[src/hdl/dhp_pkg.sv]
// Shared constants and carrier types for the disk host port control block
package dhp_pkg;

  // ****************************************
  // Register bus geometry
  // ****************************************
  localparam int unsigned AVS_ADDR_W = 10;
  localparam int unsigned AVS_DATA_W = 32;
  localparam int unsigned BYTE_PER_IDX = 4;

  // Register indices; byte address is index times four
  localparam logic [7:0] IDX_IF_STATUS = 8'h40;
  localparam logic [7:0] IDX_DRV_OVR   = 8'h4B;
  localparam logic [7:0] IDX_IF_CTRL   = 8'h4C;
  localparam logic [7:0] IDX_AUX_CTRL  = 8'h4D;

  // ****************************************
  // Reset values
  // ****************************************
  localparam logic [7:0] RST_IF_CTRL  = 8'h00;
  localparam logic [7:0] RST_AUX_CTRL = 8'h00;
  localparam logic [7:0] RST_DRV_OVR  = 8'h00;
  localparam logic [7:0] IF_CTRL_WMASK = 8'hDF;

  // ****************************************
  // Field positions
  // ****************************************
  // drive_status_override
  localparam int unsigned DO_SEEK0 = 0;
  localparam int unsigned DO_WF0   = 1;
  localparam int unsigned DO_NRDY0 = 2;
  localparam int unsigned DO_SEEK1 = 3;
  localparam int unsigned DO_WF1   = 4;
  localparam int unsigned DO_NRDY1 = 5;
  localparam int unsigned DO_IRQ   = 6;
  localparam int unsigned DO_BUSY  = 7;
  // interface_control
  localparam int unsigned IC_CS16    = 0;
  localparam int unsigned IC_CHRDY   = 1;
  localparam int unsigned IC_DMABSY  = 2;
  localparam int unsigned IC_IRQTRI  = 3;
  localparam int unsigned IC_MULTI   = 4;
  localparam int unsigned IC_DIR     = 6;
  localparam int unsigned IC_XFER_EN = 7;
  // aux_control
  localparam int unsigned AC_DIAG    = 0;
  localparam int unsigned AC_PASS    = 1;
  localparam int unsigned AC_REFSEL  = 4;
  localparam int unsigned AC_CNT_LSB = 5;
  localparam int unsigned AC_CNT_MSB = 7;
  // host-side decode
  localparam logic [2:0] HA_DATA = 3'h0;
  localparam logic [2:0] HA_SDH  = 3'h6;
  localparam logic [2:0] HA_CMD  = 3'h7;
  localparam logic [2:0] HA_HCTL = 3'h6;
  localparam int unsigned SDH_DRV    = 4;
  localparam int unsigned HCTL_NIEN  = 1;
  localparam int unsigned HCTL_SRST  = 2;

  // ****************************************
  // Carrier types
  // ****************************************
  typedef struct packed {
    logic                  read;
    logic                  write;
    logic [AVS_ADDR_W-1:0] address;
    logic [AVS_DATA_W-1:0] writedata;
  } dhp_avs_req_t;

  typedef struct packed {
    logic                  waitrequest;
    logic [AVS_DATA_W-1:0] readdata;
  } dhp_avs_rsp_t;

  // Host bus pins, all active low except address and data
  typedef struct packed {
    logic       wrN;
    logic       rdN;
    logic       cs0N;
    logic       cs1N;
    logic [2:0] addr;
    logic [7:0] data;
  } dhp_host_pins_t;

endpackage : dhp_pkg

[src/hdl/dhp_host_port_ctrl.sv]
// Host port control: drive status overrides, interrupt, busy and gating
`timescale 1ns/10ps
// Operation
// - Drive-0 write fault follows firmware; cleared by host command with drive 0.
// - Drive-0 not-ready override forces not ready; cleared by command with drive 0.
// - Drive-1 seek complete follows firmware; set by host command with drive 1.
// - Drive-1 write fault follows firmware; cleared by host command with drive 1.
// - Drive-1 not-ready override forces not ready; cleared by command with drive 1.
// - Writing 1 to drive bit 6 raises interrupt and clears busy.
// - Drive bit 7 sets or clears busy; with it set, command writes raise busy.
// - Control registers zero at reset and at host soft reset.
// - Control bit 0 low blocks the 16-bit select output.
// - Control bit 1 low keeps channel-ready asserted.
// - Control bit 2 lets local transfer interrupt raise busy.
// - Control bit 3 floats interrupt outside commands; host disable wins.
// - Control bit 4 keeps transfer running across transfer interrupts.
// - Control bit 6 picks local transfer direction.
// - Control bit 7 enables requests, data request, self-clears at count end.
// - Aux bit 4 selects full or half reference clock.
// - Aux bits 5-7 give hold clocks for channel-ready, reset zero.
// - Status bits 0 and 1 mirror interrupt and busy.
// - Status bit 2 set by command write, cleared by reset or firmware.
// - In master mode status bits 3 and 4 invert slave inputs.
// - Status bit 5 set by host soft reset, cleared on status read.
// - Drive-0 seek complete follows firmware; set by command with drive 0.
module dhp_host_port_ctrl (
  input  wire logic                 core_clk,
  input  wire logic                 rst,
  input  wire dhp_pkg::dhp_avs_req_t avsReq,
  output      dhp_pkg::dhp_avs_rsp_t avsRsp,
  input  wire dhp_pkg::dhp_host_pins_t hostPins,
  input  wire logic [1:0]           driveReadyN,
  input  wire logic                 cmdInN,
  input  wire logic                 slavePassInput,
  input  wire logic                 masterMode,
  input  wire logic                 localXferDoneIrq,
  input  wire logic                 xferCountDone,
  input  wire logic                 fifoHasData,
  input  wire logic                 dataAvailable,
  input  wire logic                 wordXfer,
  input  wire logic                 cmdFlagClr,
  output      logic                 hostIrq,
  output      logic                 hostIrqOeN,
  output      logic                 hostBusy,
  output      logic                 hostDrq,
  output      logic                 ioCs16N,
  output      logic                 ioChRdy,
  output      logic                 xferEnable,
  output      logic                 xferDirToFifo,
  output      logic [1:0]           seekDone,
  output      logic [1:0]           writeFault,
  output      logic [1:0]           driveNotReady,
  output      logic                 diagActive,
  output      logic                 diagPassed
);
  import dhp_pkg::*;

  // ****************************************
  // State
  // ****************************************
  typedef struct packed {
    logic [7:0]     ifCtrl;
    logic [7:0]     auxCtrl;
    logic [7:0]     drvOvr;
    logic           irq;
    logic           irqOeN;
    logic           irqLive;
    logic           irqDis;
    logic           busy;
    logic           drq;
    logic           cmdSeen;
    logic           softRstSeen;
    logic           dmaSeen;
    logic           drvSel;
    logic           cs16N;
    logic           chRdy;
    logic [1:0]     notRdy;
    logic           waitReq;
    logic [7:0]     rdData;
    dhp_host_pins_t prevPins;
  } dhp_main_st_t;

  dhp_main_st_t   st_ff;
  dhp_main_st_t   nxt_st;
  dhp_host_pins_t pinsSync;
  logic [1:0]     readyNSync;
  logic           cmdInNSync;
  logic           slavePassSync;
  logic           holdActive;
  logic           cs16Start;

  // ****************************************
  // Pin synchronisers
  // ****************************************
  dhp_sync #(
    .WIDTH($bits(dhp_host_pins_t))
  ) u_pin_sync (
    .core_clk (core_clk),
    .rst      (rst),
    .asyncIn  (hostPins),
    .syncOut  (pinsSync)
  );

  dhp_sync #(
    .WIDTH(4)
  ) u_misc_sync (
    .core_clk (core_clk),
    .rst      (rst),
    .asyncIn  ({driveReadyN, cmdInN, slavePassInput}),
    .syncOut  ({readyNSync, cmdInNSync, slavePassSync})
  );

  // ****************************************
  // Pre channel-ready hold counter
  // ****************************************
  assign cs16Start = st_ff.cs16N & ~nxt_st.cs16N;

  dhp_pre_rdy_cnt u_pre_rdy (
    .core_clk (core_clk),
    .rst      (rst),
    .start    (cs16Start),
    .count    (st_ff.auxCtrl[AC_CNT_MSB:AC_CNT_LSB]),
    .fullRate (st_ff.auxCtrl[AC_REFSEL]),
    .holding  (holdActive)
  );

  // ****************************************
  // Next state
  // ****************************************
  always_comb
  begin
    logic       hostWrEv;
    logic       hostRdEv;
    logic       cmdWr;
    logic       sdhWr;
    logic       hctlWr;
    logic       statRd;
    logic       dataAcc;
    logic       avsAck;
    logic       fwWr;
    logic       fwRd;
    logic [7:0] idx;
    logic [7:0] wd;
    logic [7:0] statusByte;

    nxt_st     = st_ff;
    idx        = 8'h00;
    wd         = avsReq.writedata[7:0];
    statusByte = 8'h00;

    // Host strobes act on their rising edge, decoded from the held pins
    hostWrEv = ~st_ff.prevPins.wrN & pinsSync.wrN;
    hostRdEv = ~st_ff.prevPins.rdN & pinsSync.rdN;
    cmdWr    = hostWrEv & ~st_ff.prevPins.cs0N & (st_ff.prevPins.addr == HA_CMD);
    sdhWr    = hostWrEv & ~st_ff.prevPins.cs0N & (st_ff.prevPins.addr == HA_SDH);
    hctlWr   = hostWrEv & ~st_ff.prevPins.cs1N & (st_ff.prevPins.addr == HA_HCTL);
    statRd   = hostRdEv & ~st_ff.prevPins.cs0N & (st_ff.prevPins.addr == HA_CMD);
    dataAcc  = ~pinsSync.cs0N & (pinsSync.addr == HA_DATA) & ~(pinsSync.rdN & pinsSync.wrN);
    nxt_st.prevPins = pinsSync;

    // Bus slave: one wait cycle, then the access completes
    avsAck = (avsReq.read | avsReq.write) & st_ff.waitReq;
    nxt_st.waitReq = ~avsAck;
    if (avsReq.address[1:0] == 2'b00)
      idx = avsReq.address[9:2];
    else
      idx = 8'hFF;
    fwWr = avsReq.write & ~st_ff.waitReq;
    fwRd = avsReq.read & ~st_ff.waitReq;

    statusByte[0] = st_ff.irq;
    statusByte[1] = st_ff.busy;
    statusByte[2] = st_ff.cmdSeen;
    statusByte[3] = masterMode & ~cmdInNSync;
    statusByte[4] = masterMode & ~slavePassSync;
    statusByte[5] = st_ff.softRstSeen;
    statusByte[6] = st_ff.dmaSeen;

    if (avsAck)
    begin
      case (idx)
        IDX_IF_STATUS: nxt_st.rdData = statusByte;
        IDX_DRV_OVR:   nxt_st.rdData = st_ff.drvOvr;
        IDX_IF_CTRL:   nxt_st.rdData = st_ff.ifCtrl;
        IDX_AUX_CTRL:  nxt_st.rdData = st_ff.auxCtrl;
        default:       nxt_st.rdData = 8'h00;
      endcase
    end

    // ****************************************
    // Firmware writes and clears first, so hardware sets win
    // ****************************************
    if (fwWr)
    begin
      case (idx)
        IDX_IF_CTRL:
        begin
          nxt_st.ifCtrl  = wd & IF_CTRL_WMASK;
          nxt_st.dmaSeen = 1'b0;
        end
        IDX_AUX_CTRL: nxt_st.auxCtrl = wd;
        IDX_DRV_OVR:
        begin
          nxt_st.drvOvr = wd & ~(8'h01 << DO_IRQ);
          nxt_st.busy = wd[DO_BUSY];
          if (wd[DO_IRQ])
          begin
            nxt_st.irq  = 1'b1;
            nxt_st.busy = 1'b0;
          end
        end
        default: ;
      endcase
    end
    if (fwRd && idx == IDX_IF_STATUS)
      nxt_st.softRstSeen = 1'b0;
    if (cmdFlagClr)
      nxt_st.cmdSeen = 1'b0;

    // ****************************************
    // Host-side events
    // ****************************************
    if (sdhWr)
      nxt_st.drvSel = st_ff.prevPins.data[SDH_DRV];
    if (cmdWr)
    begin
      nxt_st.cmdSeen = 1'b1;
      nxt_st.irqLive = 1'b1;
      nxt_st.irq     = 1'b0;
      if (st_ff.drvOvr[DO_BUSY])
        nxt_st.busy = 1'b1;
      if (!st_ff.drvSel)
      begin
        nxt_st.drvOvr[DO_SEEK0] = 1'b1;
        nxt_st.drvOvr[DO_WF0] = 1'b0;
        nxt_st.drvOvr[DO_NRDY0] = 1'b0;
      end
      else
      begin
        nxt_st.drvOvr[DO_SEEK1] = 1'b1;
        nxt_st.drvOvr[DO_WF1] = 1'b0;
        nxt_st.drvOvr[DO_NRDY1] = 1'b0;
      end
    end
    // A host status read drops the interrupt; with busy low it also ends the command
    if (statRd)
    begin
      nxt_st.irq = 1'b0;
      if (!nxt_st.busy)
        nxt_st.irqLive = 1'b0;
    end
    if (hctlWr)
    begin
      nxt_st.irqDis = st_ff.prevPins.data[HCTL_NIEN];
      if (st_ff.prevPins.data[HCTL_SRST])
      begin
        nxt_st.ifCtrl  = RST_IF_CTRL;
        nxt_st.auxCtrl = RST_AUX_CTRL;
        nxt_st.softRstSeen = 1'b1;
      end
    end

    // ****************************************
    // Local transfer engine
    // ****************************************
    if (localXferDoneIrq)
    begin
      nxt_st.dmaSeen = 1'b1;
      if (nxt_st.ifCtrl[IC_DMABSY])
        nxt_st.busy = 1'b1;
      // Without multi mode the transfer stops
      if (!nxt_st.ifCtrl[IC_MULTI])
        nxt_st.ifCtrl[IC_XFER_EN] = 1'b0;
    end
    if (xferCountDone)
      nxt_st.ifCtrl[IC_XFER_EN] = 1'b0;
    // Data request once the FIFO holds data
    nxt_st.drq = st_ff.ifCtrl[IC_XFER_EN] & fifoHasData;

    // ****************************************
    // Host bus outputs
    // ****************************************
    // Host disable wins; tri-state mode floats outside commands
    nxt_st.irqOeN = nxt_st.irqDis | (nxt_st.ifCtrl[IC_IRQTRI] & ~nxt_st.irqLive);
    nxt_st.cs16N = ~(st_ff.ifCtrl[IC_CS16] & wordXfer & dataAcc);
    nxt_st.chRdy = ~(st_ff.ifCtrl[IC_CHRDY] & dataAcc & (~dataAvailable | holdActive));
    nxt_st.notRdy[0] = st_ff.drvOvr[DO_NRDY0] | readyNSync[0];
    nxt_st.notRdy[1] = st_ff.drvOvr[DO_NRDY1] | readyNSync[1];
  end

  always_ff @(posedge core_clk or posedge rst)
  begin
    if (rst)
    begin
      st_ff         <= '0;
      st_ff.ifCtrl  <= RST_IF_CTRL;
      st_ff.auxCtrl <= RST_AUX_CTRL;
      st_ff.drvOvr  <= RST_DRV_OVR;
      st_ff.cs16N   <= 1'b1;
      st_ff.chRdy   <= 1'b1;
      st_ff.waitReq <= 1'b1;
      st_ff.notRdy  <= 2'b11;
      st_ff.prevPins <= '1;
    end
    else
      st_ff <= nxt_st;
  end

  // ****************************************
  // Outputs, all from state flops
  // ****************************************
  assign avsRsp.waitrequest = st_ff.waitReq;
  assign avsRsp.readdata    = {24'h000000, st_ff.rdData};
  assign hostIrq       = st_ff.irq;
  assign hostIrqOeN    = st_ff.irqOeN;
  assign hostBusy      = st_ff.busy;
  assign hostDrq       = st_ff.drq;
  assign ioCs16N       = st_ff.cs16N;
  assign ioChRdy       = st_ff.chRdy;
  assign xferEnable    = st_ff.ifCtrl[IC_XFER_EN];
  // Direction: 1 moves RAM into FIFO
  assign xferDirToFifo = st_ff.ifCtrl[IC_DIR];
  assign seekDone      = {st_ff.drvOvr[DO_SEEK1], st_ff.drvOvr[DO_SEEK0]};
  assign writeFault    = {st_ff.drvOvr[DO_WF1], st_ff.drvOvr[DO_WF0]};
  assign driveNotReady = st_ff.notRdy;
  assign diagActive    = st_ff.auxCtrl[AC_DIAG];
  assign diagPassed    = st_ff.auxCtrl[AC_PASS];

endmodule : dhp_host_port_ctrl

[src/hdl/dhp_sync.sv]
// Two-stage synchroniser for a bundle of asynchronous levels
`timescale 1ns/10ps
module dhp_sync #(
  parameter int unsigned WIDTH = 1
) (
  input  wire logic             core_clk,
  input  wire logic             rst,
  input  wire logic [WIDTH-1:0] asyncIn,
  output      logic [WIDTH-1:0] syncOut
);
  import dhp_pkg::*;

  typedef struct packed {
    logic [WIDTH-1:0] meta;
    logic [WIDTH-1:0] stable;
  } dhp_sync_st_t;

  dhp_sync_st_t st_ff;
  dhp_sync_st_t nxt_st;

  // Stage one feeds stage two only
  always_comb
  begin
    nxt_st.meta   = asyncIn;
    nxt_st.stable = st_ff.meta;
  end

  always_ff @(posedge core_clk or posedge rst)
  begin
    // Idle level of the active-low pins, so no false edge follows reset
    if (rst)
      st_ff <= '1;
    else
      st_ff <= nxt_st;
  end

  assign syncOut = st_ff.stable;

endmodule : dhp_sync

[src/hdl/dhp_pre_rdy_cnt.sv]
// Hold counter that keeps channel-ready low after the 16-bit select
`timescale 1ns/10ps
module dhp_pre_rdy_cnt (
  input  wire logic       core_clk,
  input  wire logic       rst,
  input  wire logic       start,
  input  wire logic [2:0] count,
  input  wire logic       fullRate,
  output      logic       holding
);
  import dhp_pkg::*;

  typedef struct packed {
    logic [2:0] cnt;
    logic       half;
  } dhp_cnt_st_t;

  dhp_cnt_st_t st_ff;
  dhp_cnt_st_t nxt_st;
  logic        refTick;

  assign refTick = fullRate | st_ff.half;

  always_comb
  begin
    nxt_st      = st_ff;
    nxt_st.half = ~st_ff.half;
    if (start)
    begin
      nxt_st.cnt  = count;
      nxt_st.half = 1'b0;
    end
    else if (refTick && st_ff.cnt != 3'h0)
      nxt_st.cnt = st_ff.cnt - 3'h1;
  end

  always_ff @(posedge core_clk or posedge rst)
  begin
    if (rst)
      st_ff <= '0;
    else
      st_ff <= nxt_st;
  end

  assign holding = (st_ff.cnt != 3'h0);

endmodule : dhp_pre_rdy_cnt

[config.mk]
export PLATFORM = sky130hd
export DESIGN_NAME = dhp_host_port_ctrl
export DESIGN_NICKNAME = d
export VERILOG_FILES = /design/src/hdl/dhp_pkg.sv /design/src/hdl/dhp_host_port_ctrl.sv /design/src/hdl/dhp_sync.sv /design/src/hdl/dhp_pre_rdy_cnt.sv
export SDC_FILE = /design/constraint.sdc
export NUM_CORES = 1
export LEC_CHECK = 0
export BUFFER_PORTS_ARGS = -buffer_cell sky130_fd_sc_hd__clkbuf_2
export CAP_MARGIN = 20
export CORE_MARGIN = 2
export CORE_UTILIZATION = 30
export DETAILED_ROUTE_END_ITERATION = 7
export GPL_TIMING_DRIVEN = 0
export PLACE_DENSITY = 0.6
export SYNTH_ARGS = -nofsm -noshare
export SYNTH_HDL_FRONTEND = slang
export SYNTH_HIERARCHICAL = 1
export SYNTH_SLANG_ARGS = --single-unit
[constraint.sdc]
create_clock -name core_clk -period 3.12 [get_ports core_clk]
set_input_delay 0.624 -clock core_clk [delete_from_list [all_inputs] [get_ports core_clk]]
set_output_delay 0.624 -clock core_clk [all_outputs]
set_load 0.05 [all_outputs]
After elaboration in Yosys (flattened, before gate mapping)
Index checks and enable logic that the tools add are counted.
W data, S select, Z words.
Operators by class
  add/sub/neg operators: 1
  equal/unequal tests: 6
  mux-type cells: 38
  bitwise operators: 45
  reductions and logical operators: 15
Operator list (count)
  $eq A8 B7 Y1 const B: 4
  $mux W16: 2
  $pmux W8 S4: 1
  $mux W1: 25
  $mux W25: 1
  $and A1 B1 Y1: 24
  $mux W8: 3
  $not A1 Y1: 15
  $mux W3: 4
  $reduce_bool A3 Y1: 4
  $mux W9: 1
  $reduce_bool A2 Y1: 4
  $mux W7: 1
  $eq A3 B3 Y1 const B: 2
  $or A1 B1 Y1: 6
  $reduce_and A2 Y1: 2
  $logic_not A3 Y1: 1
  $reduce_and A3 Y1: 1
  $sub A3 B1 Y3 const B: 1
  $logic_and A1 B1 Y1: 2
  $logic_not A2 Y1: 1
Storage, ports and cells
  register bits after elaboration: 100
  input bits: 72
  output and inout bits: 49
  word-level logic and storage cells: 136

Depth between registers and ports, before layout
Gate-level depths: netlist of the first run.
  depth after elaboration: 12
  mapped depth: 7
  gate-level depth less buffers: 6

Cells and area by module
The synthesis of the first run kept the hierarchy.
By module, submodules not included
  dhp_host_port_ctrl: instances 1, cells an instance 257, area each 2815.2 um^2, seq. area each 1420.1 um^2
  dhp_sync at u_pin_sync: instances 1, cells an instance 31, area each 792.0 um^2, seq. area each 788.3 um^2
  dhp_pre_rdy_cnt: instances 1, cells an instance 27, area each 241.5 um^2, seq. area each 100.1 um^2
  dhp_sync at u_misc_sync: instances 1, cells an instance 9, area each 214.0 um^2, seq. area each 210.2 um^2

Worst setup path after synthesis of the first run
OpenSTA, ideal clock, no wires.
  kind: input port to flip-flop
  start: input avsReq[38] (netlist name)
  end: register st_ff (netlist bit diagActive)
  setup time: 133 ps
  arrival: 2026 ps
  data required time: 2987 ps
  slack: 961 ps
  cell stages on the path: 6
  buffers on the path: 1
  path through: nor4b_4 -> nand4_2 -> or4b_1 -> buf_6 -> mux2i_1 -> nor2_1
RTL lines
  from (decl): RTL line dhp_host_port_ctrl.sv:29  | input wire dhp_pkg::dhp_avs_req_t avsReq,
  to (signal assigned): RTL line dhp_host_port_ctrl.sv:306  | st_ff <= nxt_st;
  to (decl): RTL line dhp_host_port_ctrl.sv:83  | dhp_main_st_t st_ff;

==> implementation parameters, run 1 <==
Parameter                              Value

Outcome
  Outcome ... completed

Final layout
  Post-route cell area ... 4750 µm²
  Post-layout net count ... 490
  Diodes inserted ... 0
  Filler cells ... 1277
  Share of final-layout standard cells stronger than drive strength 1 ... 44.2%
  Most frequent cells in the layout ... sky130_fd_sc_hd__clkbuf_2 (67), sky130_fd_sc_hd__dfrtp_1 (45), sky130_fd_sc_hd__dfstp_2 (43), sky130_fd_sc_hd__buf_4 (39), sky130_fd_sc_hd__nor2_1 (32)
  Leading cell type in the layout, fill and taps excluded ... sky130_fd_sc_hd__clkbuf_2
  Layout Area Growth over Synthesis ... 25.0%

Route
  First drt pass iteration count ... 4
  DR DRC count ... 0
  Total routed wirelength ... 8400 µm
  Via count of the routed design ... 2569
  Antenna Violating Nets Remaining ... 0
  Routed vias/inst ... 4.33
  Initial detailed-routing violation count ... 112
  Wire per inst ... 14.2 µm

Worst setup path
  Kind of start point of the critical path ... register
  Required time of the critical path ... 3.32 ns
  Critical path class ... register to register
  CP endpoint kind ... register
  Crit-path max FO ... 10
  Arrival time of the worst setup path ... 2.57 ns

GRT
  Initial antenna violation count ... 0
  Via count of the first global-routing pass ... 2636
  Global-route wire length before repair ... 13100 µm
  Largest net degree at the start of global routing ... 33
  Total global routing overflow ... 0
  GRT Overall Usage ... 12.8%

Power and ir drop
  Total power density per cell area ... 562 nW/µm²
  Switching share of total power ... 28.3%
  Leakage power ... 2.38 nW
  Sequential fraction of design power ... 47.6%
  Largest voltage drop on the vdd net ... 0.000246 V
  Net switching power ... 755 µW
  Combinational group share of total power ... 12.8%
  Cell-internal power ... 1.91 mW
  Fraction of power consumed by the clock network ... 39.7%

Floorplanning
  Number of top-level pins ... 121
  Core outline area ... 12500 µm²
  Die area ... 13600 µm²
  Number of standard-cell rows in the floorplan ... 41
  Chip Height ... 117 µm
  Die boundary width ... 117 µm
  Initial core utilization ... 30.4%

Worst hold path
  Hold Path Class ... input pin to async pin

Placed design
  Quantity of I/O buffers inserted on ports ... 67
  Post-place instance area ... 4460 µm²
  HPWL after DPL ... 6310 µm
  Final GP Congestion ... 0.833

Timing
  Max-slew violation total from the final report ... 0
  Worst slack on hold paths ... 0.249 ns
  Final number of setup-violating endpoints ... 0
  RSZ-0062 raised after global routing ... no
  Endpoints failing hold ... 0
  Final period util ... 76.0%
  Slew at the pin closest to its max-slew limit ... 1.04 ns
  Max-slew headroom ... 30.1%
  Fin crit period ... 2.37 ns
  Post-route clock skew ... 0.00711 ns
  Highest achievable clock rate ... 422 MHz
  Setup tns final ... 0 ns

Flow run
  MaxCap Viol Count ... 0

Clock network
  Clock sinks ... 88
  Depth of the CTS H-tree ... 3
  Hold Buf Count CTS ... 0
  Deepest clock path buffer count ... 2
  Insertion delay of the later-clocked pin in the worst-skew pair ... 0.34 ns
  Total setup buffers inserted after CTS ... 0
  Clock transition time at the flip-flop clock pins of the worst setup and hold paths ... 0.07 ns
  Number of gates resized after cts ... 0
  Root buffer cell ... sky130_fd_sc_hd__clkbuf_16
  Clock tree from TritonCTS ... built
  Number of clock buffers inserted by TritonCTS ... 9

Logic synthesis
  Post-synthesis instance area ... 3800 µm²
  Synth warnings ... 6
  Gate Count Post-Synth ... 314
  Mean instance size in the synthesized netlist ... 12.1 µm²
## final cells by class
class | instances | area [µm²] | area share [%]
sequential | 88 | 2260 | 47.5
multi-input combinational | 189 | 1240 | 26.1
timing repair buffer | 68 | 355 | 7.48
buffer | 46 | 338 | 7.11
clock buffer | 9 | 225 | 4.74
tap | 172 | 215 | 4.53
clock inverter | 7 | 68.8 | 1.45
inverter | 14 | 52.6 | 1.11
## stage by stage
stage               utilization [%]  total power, mW  std cells  setup slack, ns
floorplan                         -             1.53        337            0.961
global placement               35.4             1.62        576            0.290
detailed placement             35.6             1.63        577            0.522
CTS                            38.0             2.70        593            0.755
global route                   38.0             2.79        593            0.510
finish                         38.0             2.67        593            0.750
## power groups by stage
stage	Combinational [mW]	Sequential [mW]	Clock (mW)
after global routing	0.376	1.28	1.13
after CTS	0.346	1.27	1.08
after detailed placement	0.344	1.29	0
after global placement	0.332	1.28	0
after floorplan	0.235	1.30	0
final	0.341	1.27	1.06
## state kept, by name (all words and copies together) (netlist names), 2 cells and up
register / flops
u_misc_sync/nxt_st: 4
seekDone: 2
u_pin_sync/nxt_st: 10
u_misc_sync/syncOut: 4
u_pre_rdy/st_ff: 4
st_ff: 31
writeFault: 2
driveNotReady: 2
u_pin_sync/syncOut: 10
avsRsp: 9
## worst paths after layout
| check | from | endpoint | slack, ns | cells past startpoint |
|---|---|---|---|---|
| max | st_ff[9]$_DFF_PP1_ | st_ff[49]$_DFF_PP0_ | 0.75 | 5 |
| min | rst | u_pre_rdy/st_ff[3]$_DFFE_PP0P_ | 0.25 | 2 |
| max reg2reg | st_ff[9]$_DFF_PP1_ | st_ff[49]$_DFF_PP0_ | 0.75 | 5 |
| min reg2reg | u_pin_sync/nxt_st[11]$_DFF_PP1_ | u_pin_sync/syncOut[11]$_DFF_PP1_ | 0.35 | 0 |
| max in group asynchronous | rst | st_ff[11]$_DFF_PP1_ | 2.06 | 3 |
| min in group core_clk | u_pin_sync/nxt_st[11]$_DFF_PP1_ | u_pin_sync/syncOut[11]$_DFF_PP1_ | 0.35 | 0 |
## critical path, cell delays in order, from the launching register on
cell	delay, ns
sky130_fd_sc_hd__dfstp_2	0.53
sky130_fd_sc_hd__nor4bb_1	0.34
sky130_fd_sc_hd__nand3b_1	0.17
sky130_fd_sc_hd__nor2_1	0.58
sky130_fd_sc_hd__clkbuf_1	0.50
sky130_fd_sc_hd__nor2_1	0.12
## per-layer routing
layer	share of wire, %	vias up	global-route usage [%]	routed length, µm
met4	0.61	0	2.98	51
li1	-	1231	-	-
met2	50	86	22.1	4190
met3	7.9	4	4.88	667
met1	41	1248	15.2	3480
met5	0	-	0	0
Power figures use the tool's default switching activity.
==> run 2, diff against run 1 <==
- PLACE_DENSITY: 0.6 -> 0.62
- clock period: 3.12 -> 2.1 ns (I/O delays scaled with it)
==> implementation parameters, run 2 (synthesis gave the netlist of run 1 again) <==
Parameter                              Value

Outcome
  Outcome ... completed

Clock network
  Clock transition time at the flip-flop clock pins of the worst setup and hold paths ... 0.07 ns (about the same)
  Number of clock buffers inserted by TritonCTS ... 9 (unchanged)
  Insertion delay of the later-clocked pin in the worst-skew pair ... 0.34 ns (about the same)
  Depth of the CTS H-tree ... 3 (unchanged)
  Deepest clock path buffer count ... 2 (unchanged)
  Clock tree from TritonCTS ... built
  Hold Buf Count CTS ... 0 (unchanged)
  Root buffer cell ... sky130_fd_sc_hd__clkbuf_16
  Clock sinks ... 88 (unchanged)

Placed design
  HPWL after DPL ... 6280 µm (-0.48%)
  Quantity of I/O buffers inserted on ports ... 67 (unchanged)
  Final GP Congestion ... 0.811 (-2.6%)

Route
  DR DRC count ... 0 (unchanged)
  Initial detailed-routing violation count ... 89 (-21%)
  Routed vias/inst ... 4.33 (about the same)
  Antenna Violating Nets Remaining ... 0 (unchanged)
  First drt pass iteration count ... 4 (unchanged)
  Via count of the routed design ... 2568 (-0.039%)
  Total routed wirelength ... 8300 µm (-1.2%)
  Wire per inst ... 14.0 µm (-1.2%)

Floorplanning
  Initial core utilization ... 30.4% (unchanged)
  Die area ... 13600 µm² (unchanged)
  Die boundary width ... 117 µm (unchanged)
  Number of top-level pins ... 121 (unchanged)
  Chip Height ... 117 µm (unchanged)
  Number of standard-cell rows in the floorplan ... 41 (unchanged)
  Core outline area ... 12500 µm² (unchanged)

Timing
  Fin crit period ... 2.02 ns (-0.352 ns)
  Final number of setup-violating endpoints ... 0 (unchanged)
  Max-slew violation total from the final report ... 0 (unchanged)
  Endpoints failing hold ... 0 (unchanged)
  Worst slack on hold paths ... 0.0634 ns (-0.185 ns)
  Post-route clock skew ... 0.00603 ns (-0.00108 ns)
  RSZ-0062 raised after global routing ... no
  Highest achievable clock rate ... 495 MHz (+17%)
  Slew at the pin closest to its max-slew limit ... 0.683 ns (-0.356 ns)
  Final period util ... 96.1% (+20 points)
  Max-slew headroom ... 54.4% (+24 points)

GRT
  Layer with the highest usage after global routing ... met2
  Total global routing overflow ... 0 (unchanged)
  Global-route met2 utilization ... 20.4% (-1.7 points)
  Largest net degree at the start of global routing ... 31 (-6.1%)
  Initial antenna violation count ... 0 (unchanged)
  Met3 layer usage reported by global route ... 4.83% (-0.052 points)
  Via count of the first global-routing pass ... 2512 (-4.7%)
  Global-route wire length before repair ... 12800 µm (-1.8%)
  Met1 track demand over resource in global routing ... 15.8% (+0.57 points)
  GRT Overall Usage ... 12.8% (-0.066 points)

Power and ir drop
  Final Total Pwr ... 3.98 mW (+49%)
  Largest voltage drop on the vdd net ... 0.000521 V (+110%)
  Net switching power ... 1.08 mW (+43%)
  Leakage power ... 2.39 nW (+0.39%)
  Combinational group share of total power ... 13.0% (+0.2 points)
  Fraction of power consumed by the clock network ... 39.5% (-0.2 points)
  Switching share of total power ... 27.2% (-1.1 points)
  Cell-internal power ... 2.90 mW (+51%)
  Sequential fraction of design power ... 47.5% (about the same)
  Total power density per cell area ... 831 nW/µm² (+48%)

Final layout
  Register with the highest flop count ... st_ff
  Diodes inserted ... 0 (unchanged)
  Layout Area Growth over Synthesis ... 25.9%
  Leading cell type in the layout, fill and taps excluded ... sky130_fd_sc_hd__clkbuf_2
  Share of final-layout standard cells stronger than drive strength 1 ... 45.4% (+1.2 points)
  Post-layout net count ... 490 (unchanged)
  Most frequent cells in the layout ... sky130_fd_sc_hd__clkbuf_2 (68), sky130_fd_sc_hd__dfrtp_1 (45), sky130_fd_sc_hd__dfstp_2 (43), sky130_fd_sc_hd__buf_4 (39), sky130_fd_sc_hd__nor2_1 (31)
  Fraction of the core area covered by cells at the end of the flow ... 38.2% (+0.26 points)
  Filler cells ... 1275 (-0.16%)
  Max FFs per register ... 31 (unchanged)

Worst setup path
  Critical path class ... register to register
  Required time of the critical path ... 2.37 ns (-0.95 ns)
  Arrival time of the worst setup path ... 2.29 ns (-0.28 ns)
  Depth of the worst register-to-register path ... 6 (+1)
  Register-to-Register Setup Slack ... 0.08 ns (-0.67 ns)
  CP endpoint kind ... register
  Launching instance or port of the critical path ... avsRsp[32]$_DFF_PP1_
  Kind of start point of the critical path ... register
  Crit-path max FO ... 6 (-4)
  Reg-to-Reg Start ... avsRsp[32]$_DFF_PP1_
  Worst reg2reg path endpoint ... hostIrqOeN$_DFF_PP0_

Worst hold path
  Hold Path Class ... input pin to async pin

Flow run
  MaxCap Viol Count ... 0 (unchanged)
-- run 2: final cells by class --
type	instances	area [µm²]	area share (%)
Multi-Input combinational cell	189	1270	26.5
Sequential cell	88	2260	47.2
Clock buffer	10	250	5.23
Clock inverter	6	45.0	0.942
Buffer	46	339	7.09
Timing Repair Buffer	68	355	7.43
Tap cell	172	215	4.50
Inverter	14	52.6	1.10
-- run 2: metal layers --
metal,part of all wire [%],wire length (µm)
met2,47,3890
met1,44,3650
met3,7.8,645
met5,0,0
met4,1.3,111
-- run 2: timing repair --
| item | 4_1_cts | 5_1_grt |
|---|---|---|
| pin swaps | 0 | 1 |
| endpoints found under the setup margin | 11 | 15 |
| gates resized for setup | 2 | 5 |
| buffers inserted | 0 | 0 |
-- run 2: worst max-delay path by stage --
| stage | end | cells after the start | slack, ns |
|---|---|---|---|
| floorplan | diagActive$_DFF_PP0_ | 6 | 0.15 |
| global placement | diagPassed$_DFF_PP0_ | 2 | -0.45 |
| detailed placement | avsRsp[4]$_DFFE_PP0P_ | 6 | -0.28 |
| CTS | hostIrqOeN$_DFF_PP0_ | 6 | 0.04 |
| global route | hostIrqOeN$_DFF_PP0_ | 6 | 0.02 |
| finish | hostIrqOeN$_DFF_PP0_ | 6 | 0.08 |
-- run 2: per-stage QoR --
stage | area, µm² | instances | TNS, ns | setup WS (ns)
after floorplan | 3890 | 337 | 0 | 0.145
after global routing | 4780 | 593 | 0 | 0.0206
after CTS | 4760 | 593 | 0 | 0.0406
after detailed placement | 4460 | 577 | -3.61 | -0.279
final | 4780 | 593 | 0 | 0.0813
after global placement | 4440 | 576 | -21.27 | -0.446
-- run 2: worst max-delay path, stage by stage, from the launching register on --
cell                       delay (ns)
sky130_fd_sc_hd__dfstp_2         0.57
sky130_fd_sc_hd__and3b_1         0.17
sky130_fd_sc_hd__and4b_1         0.21
sky130_fd_sc_hd__buf_2           0.15
sky130_fd_sc_hd__or4_1           0.47
sky130_fd_sc_hd__a32o_2          0.28
sky130_fd_sc_hd__o21bai_2        0.10
-- run 2: power by group through the flow --
stage                     combinational (mW)  sequential (mW)  clock, mW
after global placement                 0.491             1.91          0
after CTS                              0.516             1.89       1.63
after floorplan                        0.349             1.93          0
after global routing                   0.564             1.90       1.70
final                                  0.517             1.89       1.57
after detailed placement               0.513             1.91          0
